### src/pkg/asd_pkg.sv
// Constants and types for the serial sampling converter sequencer
package asd_pkg;

   // ****************************************
   // Sizes and counts
   // ****************************************
   localparam int ASD_RES_BITS = 8;
   localparam logic [2:0] ASD_WORD_BITS = 3'h4; // Config plus dummy bits after start
   localparam logic [2:0] ASD_SEL_IDX = 3'h0; // Word position of single-ended select
   localparam logic [2:0] ASD_POL_IDX = 3'h1; // Word position of polarity select
   localparam logic [3:0] ASD_LAST_RISE = 4'h8; // Rise count before the conversion ends
   localparam logic [3:0] ASD_MSB_RISE = 4'h1; // Rise count at which the MSB is launched
   localparam logic [3:0] ASD_ACQ_RISES = 4'h2; // Rising edges inside the 2.5 cycle window
   localparam logic [7:0] ASD_MASK_MSB = 8'h80;

   // ****************************************
   // Reset values
   // ****************************************
   localparam logic [7:0] ASD_RES_RST = 8'h00;
   localparam logic [3:0] ASD_CNT_RST = 4'h0;
   localparam logic [1:0] ASD_SYNC_RST = 2'h3; // Chip select idles high

   // Sequencer states, one-hot
   typedef enum logic [3:0] {
      ASD_WAIT = 4'h1,
      ASD_WORD = 4'h2,
      ASD_CONV = 4'h4,
      ASD_DONE = 4'h8
   } asd_state_t;

endpackage

### src/hdl/asd_adc_serial_core.sv
// Serial sequencer of the 8-bit sampling converter with chip select shutdown
`timescale 1ns/100ps
`default_nettype none
module asd_adc_serial_core
   import asd_pkg::*;
#(
   parameter bit MUX_VARIANT = 1'b1
) (
   // Clock and reset
   input wire logic clk,
   input wire logic rst,
   // Serial pins from the host
   input wire logic cs_n_pin,
   input wire logic sclk_pin,
   input wire logic sdin_pin,
   // Serial data output pin
   output logic sdout,
   output logic sdout_oe,
   // Analog core
   input wire logic cmp_hi,
   output logic [7:0] sar_trial,
   output logic powered,
   output logic acquiring,
   output logic holding,
   output logic single_ended_select,
   output logic channel_polarity_select,
   // Result
   output logic [7:0] result,
   output logic result_valid
);

   // ****************************************
   // Pin synchronisers and edge detection
   // ****************************************
   logic [1:0] cs_sync_r;
   logic [1:0] sclk_sync_r;
   logic [1:0] sdin_sync_r;
   logic sclk_prev_r;
   logic cs_q;
   logic sdin_q;
   logic rise;
   logic fall;

   // Two stages each; only the second stage is looked at
   always_ff @(posedge clk) begin
      if (rst) begin
         cs_sync_r <= ASD_SYNC_RST;
         sclk_sync_r <= 2'h0;
         sdin_sync_r <= 2'h0;
         sclk_prev_r <= 1'b0;
      end else begin
         cs_sync_r <= {cs_sync_r[0], cs_n_pin};
         sclk_sync_r <= {sclk_sync_r[0], sclk_pin};
         sdin_sync_r <= {sdin_sync_r[0], sdin_pin};
         sclk_prev_r <= sclk_sync_r[1];
      end
   end

   // Data and clock share latency, so sampled data lines up with its edge
   assign cs_q = cs_sync_r[1];
   assign sdin_q = sdin_sync_r[1];
   assign rise = sclk_sync_r[1] & ~sclk_prev_r;
   assign fall = ~sclk_sync_r[1] & sclk_prev_r;

   // ****************************************
   // Sequencer
   // ****************************************
   asd_state_t state_r;
   logic [2:0] word_cnt_r;
   logic [3:0] rc_r;
   logic [7:0] res_r;
   logic [7:0] mask_r;
   logic hold_start;
   logic conv_end;

   // Hold begins on the falling edge after the last dummy bit, or for the
   // fixed variant on the first falling edge of the frame
   assign hold_start = !cs_q && fall &&
      ((state_r == ASD_WORD && word_cnt_r == ASD_WORD_BITS) ||
       (!MUX_VARIANT && state_r == ASD_WAIT));
   assign conv_end = !cs_q && rise && state_r == ASD_CONV && rc_r == ASD_LAST_RISE;

   // Chip select high parks everything, so clock and data may keep running
   always_ff @(posedge clk) begin
      if (rst || cs_q) begin
         state_r <= ASD_WAIT;
      end else begin
         unique case (state_r)
            ASD_WAIT: begin
               if (MUX_VARIANT && rise && sdin_q) begin
                  state_r <= ASD_WORD;
               end else if (hold_start) begin
                  state_r <= ASD_CONV;
               end
            end
            ASD_WORD: begin
               if (hold_start) begin
                  state_r <= ASD_CONV;
               end
            end
            ASD_CONV: begin
               if (conv_end) begin
                  state_r <= ASD_DONE;
               end
            end
            ASD_DONE: begin
               state_r <= ASD_DONE; // Further input ignored until chip select rises
            end
         endcase
      end
   end

   // Input word capture; bits after the word are not looked at
   always_ff @(posedge clk) begin
      if (rst || cs_q) begin
         word_cnt_r <= 3'h0;
         single_ended_select <= 1'b0;
         channel_polarity_select <= 1'b0;
      end else if (state_r == ASD_WORD && rise && word_cnt_r != ASD_WORD_BITS) begin
         word_cnt_r <= word_cnt_r + 3'h1;
         if (word_cnt_r == ASD_SEL_IDX) begin
            single_ended_select <= sdin_q;
         end
         if (word_cnt_r == ASD_POL_IDX) begin
            channel_polarity_select <= sdin_q;
         end
      end
   end

   // ****************************************
   // Sample and hold control
   // ****************************************
   logic [3:0] acq_rises_r;

   // Multiplexed: window opens as polarity bit enters; fixed: open while selected and outside conversion
   always_ff @(posedge clk) begin
      if (rst || cs_q) begin
         acquiring <= 1'b0;
      end else if (hold_start) begin
         acquiring <= 1'b0;
      end else if (MUX_VARIANT) begin
         if (state_r == ASD_WORD && rise && word_cnt_r == ASD_POL_IDX) begin
            acquiring <= 1'b1;
         end
      end else if (state_r != ASD_CONV) begin
         acquiring <= 1'b1;
      end
   end

   // Rising edges seen inside the window, for checking its length
   always_ff @(posedge clk) begin
      if (rst || !acquiring) begin
         acq_rises_r <= ASD_CNT_RST;
      end else if (rise) begin
         acq_rises_r <= acq_rises_r + 4'h1;
      end
   end

   assign holding = state_r == ASD_CONV;
   assign powered = !cs_q;

   // ****************************************
   // Successive approximation
   // ****************************************
   // Decide one bit per falling edge so it is ready for the next rising edge
   always_ff @(posedge clk) begin
      if (rst || cs_q) begin
         res_r <= ASD_RES_RST;
         mask_r <= 8'h00;
      end else if (hold_start) begin
         res_r <= ASD_RES_RST;
         mask_r <= ASD_MASK_MSB;
      end else if (holding && fall && mask_r != 8'h00) begin
         if (cmp_hi) begin
            res_r <= res_r | mask_r;
         end
         mask_r <= mask_r >> 1;
      end
   end

   // Trial code shown to the comparator; settles only between clock edges
   assign sar_trial = res_r | mask_r;

   // Rising edges since hold; the first is the second null bit
   always_ff @(posedge clk) begin
      if (rst || cs_q || hold_start) begin
         rc_r <= ASD_CNT_RST;
      end else if (holding && rise) begin
         rc_r <= rc_r + 4'h1;
      end
   end

   // Finished result held until the next conversion
   always_ff @(posedge clk) begin
      if (rst) begin
         result <= ASD_RES_RST;
         result_valid <= 1'b0;
      end else begin
         result_valid <= conv_end;
         if (conv_end) begin
            result <= res_r;
         end
      end
   end

   // ****************************************
   // Serial output
   // ****************************************
   logic upd_ev;

   // Drive starts low at hold; later bits change only on rising edges
   always_ff @(posedge clk) begin
      if (rst || cs_q) begin
         sdout <= 1'b0;
         sdout_oe <= 1'b0;
      end else if (hold_start) begin
         sdout <= 1'b0;
         sdout_oe <= 1'b1;
      end else if (rise && holding && rc_r >= ASD_MSB_RISE) begin
         sdout <= res_r[3'(4'(ASD_RES_BITS) - rc_r)];
      end else if (rise) begin
         sdout <= 1'b0;
      end
   end

   assign upd_ev = rise || hold_start || cs_q;
endmodule // asd_adc_serial_core
`default_nettype wire

### config.mk
export PLATFORM = sky130hd
export DESIGN_NAME = asd_adc_serial_core
export DESIGN_NICKNAME = d
export VERILOG_FILES = /design/src/pkg/asd_pkg.sv /design/src/hdl/asd_adc_serial_core.sv
export SDC_FILE = /design/constraint.sdc
export NUM_CORES = 1
export LEC_CHECK = 0
export ABC_CLOCK_PERIOD_IN_PS = 6300
export BUFFER_PORTS_ARGS = -buffer_cell sky130_fd_sc_hd__buf_2
export CAP_MARGIN = 25
export CORE_ASPECT_RATIO = 1.25
export CORE_MARGIN = 2
export CORE_UTILIZATION = 40
export CTS_BUF_LIST = sky130_fd_sc_hd__clkbuf_8
export DETAILED_ROUTE_END_ITERATION = 8
export GPL_ROUTABILITY_DRIVEN = 0
export PLACE_DENSITY = 0.66
export SKIP_CTS_REPAIR_TIMING = 1
export SLEW_MARGIN = 0
export SYNTH_ARGS = -nofsm -noshare
export SYNTH_HDL_FRONTEND = slang
export SYNTH_SLANG_ARGS = --single-unit
### constraint.sdc
create_clock -name clk -period 6.3 [get_ports clk]
set_input_delay 1.26 -clock clk [delete_from_list [all_inputs] [get_ports clk]]
set_output_delay 1.26 -clock clk [all_outputs]
set_load 0.1 [all_outputs]
== After elaboration in Yosys (flattened, before gate mapping) ==
Cells that the tools add are included.
Word-level totals
  register bits: 48
  output and inout port bits: 24
  bits of input ports: 6
Cells by class
  add/sub/neg operators: 3
  multiplexer cells: 10
  equal/unequal tests: 9
  order comparisons: 2
  bitwise operators: 5
  reduce and logical (&&, ||, !) cells: 25
Operators by type and width (number)
  2-to-1 mux 8 bit: 2
  one-hot mux 4 bit (4 select lines): 1
  logical AND 1 bit: 14
  2-to-1 mux 4 bit: 3
  == test 4 bit, second input constant: 2
  bitwise OR 8 bit: 1
  nonzero test 8 bit: 1
  AND reduction 2 bit: 3
  adder 4 x 1 -> 4 bit, second input constant: 1
  == test 4 x 1 -> 1 bit, second input constant: 1
  == test 4 x 2 -> 1 bit, second input constant: 1
  == test 4 x 3 -> 1 bit, second input constant: 1
  greater-or-equal comparator 4 x 1 -> 1 bit, second input constant: 1
  < comparator 3 x 4 -> 1 bit, second input constant: 1
  nonzero test 2 bit: 2
  adder 3 x 1 -> 3 bit, second input constant: 1
  binary-select mux 1 bit (select 3 bit): 1
  == test 3 x 1 -> 1 bit, second input constant: 1
  == test 3 bit, second input constant: 1
  zero test 3 bit: 1
  2-to-1 mux 1 bit: 3
  != test 3 bit, second input constant: 1
  subtractor 1 x 3 -> 3 bit, first input constant: 1
  bitwise AND 1 bit: 2
  5 further kinds: 7

== Longest topological paths before layout ==
  word-level depth: 7
  gate-level depth with buffers: 7
  mapped depth without buffers: 6

== Worst setup path after synthesis ==
Ideal clock, no wire load.
  path kind: reg2out
  from: register state_r[0]
  to: output port holding
  data arrival time: 1.384 ns
  data required time: 5.040 ns
  path slack: 3.656 ns
  stages on the path, launching flop included: 3
  path buffers: 1
  cell sequence: dfxtp_1 nor4b_2 buf_2
Between the ends
  word-level cells in the longest chain between the ends: 1
RTL lines
  start, declared: RTL line asd_adc_serial_core.sv:68  | asd_state_t state_r;
  start signal, assigned: RTL line asd_adc_serial_core.sv:86  | state_r <= ASD_WAIT;
  start signal, assigned: RTL line asd_adc_serial_core.sv:91  | state_r <= ASD_WORD;
  start signal, assigned: RTL line asd_adc_serial_core.sv:93  | state_r <= ASD_CONV;
  == test 4 x 3 -> 1 bit: RTL line asd_adc_serial_core.sv:159  | assign holding = state_r == ASD_CONV;
  end, declared: RTL line asd_adc_serial_core.sv:24  | output logic holding,
No other way between the ends.

== Worst setup path in the final report ==
  from: register state_r[2]
  to: output port holding
Same word-level chain as after synthesis.

==> flow_summary.yaml <==
route:
  drc: 0
  via_per_inst: 5.11
  ant_nets: 0
  drtIter0Drc: 66
  wire_per_inst_um: 12.7
  vias: 1518
  firstDrtPassIters: 4
  drt-total-wl_mm: 3.77
sta:
  final.setup.tns_ns: 0
  rsz0062_at_grt: "false"
  worst_slack_ns: 3.39
  worstMarginPinSlew_ns: 0.862
  drv_slew: 0
  hold_violations: 0
  fin_skew_ns: 0.00356
  period_needed_ns: 2.91
  max_slew_margin_pct: 42.4
  max_freq_ghz: 0.344
  finalSetupViolCount: 0
  timing.final.crit_share_pct: 46.2
clock_tree:
  clockBufferDepth: 2
  clock_latency_ns: 0.30
  htreeDepth: 2
  cts_made_buffers: 5
  path_clk_slew_ns: 0.09
  cts_tree: "built"
  cts.sinks: 48
  cts_root_buf: "clkbuf_8"
worst_setup_path:
  crit_type: "flop to primary output"
  worstPathArrival_ns: 1.65
  critPathSlowestCell: "buf_2"
  end_kind: "primary output"
  r2r_slack_ns: 3.94
  timing.rr.start: "rc_r[0]"
  worstPathCellList: "nor4b_2 > buf_4 > buf_2"
  rr_worst_depth: 6
  cp_slowest_stage_delay_ns: 0.45
  critical_path_buf_inv_count: 2
  cp_max_fo: 16
  crit_path_start_kind: "flop"
  r2r_end: "sdout"
  cp.required_ns: 5.04
  crit_family: "buffers and inverters"
flow_run:
  maxCapViolCount: 0
placed_design:
  dp_slack_ns: 3.48
  port_buffers: 29
  hpwl_mm: 2.72
power_and_ir_drop:
  power.density_nw_per_um2: 223
  netSwitchingPower_mw: 0.110
  ir_worst_vdd_v: 0.000188
  combPwrFrac_pct: 2.0
  p_leak_nw: 0.965
  p_clk_share_pct: 37.7
  netSwitchingFraction_pct: 21.7
  seqPwrFrac_pct: 60.3
  internal_power_mw: 0.398
  finalPower_mw: 0.508
synth:
  synth_top_area_share_pct: 48.2
  synth_flop_cell: "dfxtp_1"
  synth_adder_area_share_pct: 3.76
  syn_nets: 220
  synth-compound-area-share_pct: 8.66
  synth_top_family_by_area: "simple AND/OR/NAND/NOR gates"
  synth-xor-area-share_pct: 2.63
  synth_cell_types: 31
  ys_seq_area_share_pct: 48.2
  synth-edff-count: 0
  ys_ff_latch: 48
  muxShareOfSynthArea_pct: 10.5
  synthSimpleGateAreaFrac_pct: 22.8
  syn-cell-area_um2: 1990
  async_flop_share_pct: 0
  yosysMostFrequentCell: "dfxtp_1"
  postSynthCellCount: 208
  yosysWarningCount: 0
  ys_top_cells_by_count: "dfxtp_1, nor2_1, a21oi_1, nand2_1, nand3_1"
  synth_top_area_cell: "dfxtp_1"
  synth_area_per_cell_um2: 9.59
  synth_area_leaders: "dfxtp_1, mux2i_1, a21oi_1"
global_route:
  grt_max_degree: 25
  grt_first_pass_wirelength_mm: 6.36
  grt.total_usage_pct: 14.6
  grt_overflow: 0
  grt_pass1_vias: 1443
  antenna_found_initial: 0
floorplan:
  initial_utilization_pct: 41.9
  die_x_um: 67.2
  die_h_um: 82.9
  rows: 28
  die_area_um2: 5570
  io_pins: 30
  coreArea_um2: 4760
min_path:
  min_path_type: "flop to flop"
  whs_path_depth: 1
  holdPathEnd: "cs_sync_r[1]"
  worstHoldStart: "cs_sync_r[0]"
final_layout:
  antenna_cells: 0
  drive_gt1_share_pct: 23.6
  nets: 248
  fin_util_pct: 47.8
  fillers: 480
  areaGrowthSynthToFinish_pct: 14.3
run_status:
  status: "completed"
-- layer usage --
layer,share of wire [%],GRT usage (%),vias up
met1,44,17.2,713
met2,50,24.8,29
met4,1.4,5.19,0
li1,-,-,772
met5,0,0,-
met3,3.8,4.07,4
-- sequential cells by signal, indices dropped and copies added, names as in the netlist, 2 cells and up --
register,flops
sclk_sync_r,2
res_r,8
state_r,4
word_cnt_r,3
sdin_sync_r,2
result,8
mask_r,8
rc_r,4
cs_sync_r,2
-- power groups by stage --
| stage | clock [mW] | combinational, mW | sequential [mW] |
|---|---|---|---|
| 2_1_floorplan | 0 | 0.00748 | 0.313 |
| 3_3_place_gp | 0 | 0.0103 | 0.313 |
| 3_5_place_dp | 0 | 0.0105 | 0.313 |
| 4_1_cts | 0.197 | 0.0105 | 0.306 |
| 5_1_grt | 0.207 | 0.0114 | 0.307 |
| 6_report | 0.191 | 0.0103 | 0.306 |
-- cells by family (layout without fill, tap and decap cells) --
logic type | Yosys count | after routing
xor gates and xnor gates | 6 | 6
AOI/OAI and AO/OA | 29 | 29
adders and majority gates | 6 | 6
and+or+nand+nor | 86 | 86
muxes | 16 | 16
buffers and inverters | 17 | 46
DFF | 48 | 48
-- how the worst max path moves through the flow --
stage	depth (start not counted)	slack [ns]	start	endpoint
4_1_cts	3	3.37	state_r[2]	holding
3_5_place_dp	5	3.48	rst	sdout
5_1_grt	3	3.26	state_r[2]	holding
6_report	3	3.39	state_r[2]	holding
3_3_place_gp	5	3.54	rst	sdout
2_1_floorplan	2	3.66	state_r[0]	holding
-- cell usage in the layout (no fill, tap or decap), drive strengths merged, types with 4 or more instances in the layout --
cell type   n
clkbuf      6
ha          6
mux4        4
or2        11
nand2      13
a21oi      22
inv         9
dfxtp      48
nand3      13
mux2i      12
nor2b       7
nor2       25
buf        30
-- through the flow --
| stage | hold WS, ns | cells | instance area, um2 |
|---|---|---|---|
| after floorplan | 0.389 | 208 | 1990 |
| after global placement | 0.391 | 289 | 2180 |
| after detailed placement | 0.398 | 289 | 2180 |
| after CTS | 0.420 | 297 | 2280 |
| after global routing | 0.434 | 297 | 2280 |
| final | 0.415 | 297 | 2280 |
-- final cells by class --
class	count	area (um2)	share of cell area, %
flip-flops and latches	48	961	42.2
clock buffers	6	82.6	3.62
inverters	8	30.0	1.32
repair buffers	30	153	6.70
well taps	60	75.1	3.29
multi-input cells	143	965	42.3
clock inverters	2	13.8	0.604
Note: power is estimated with default switching activity, not from simulation.
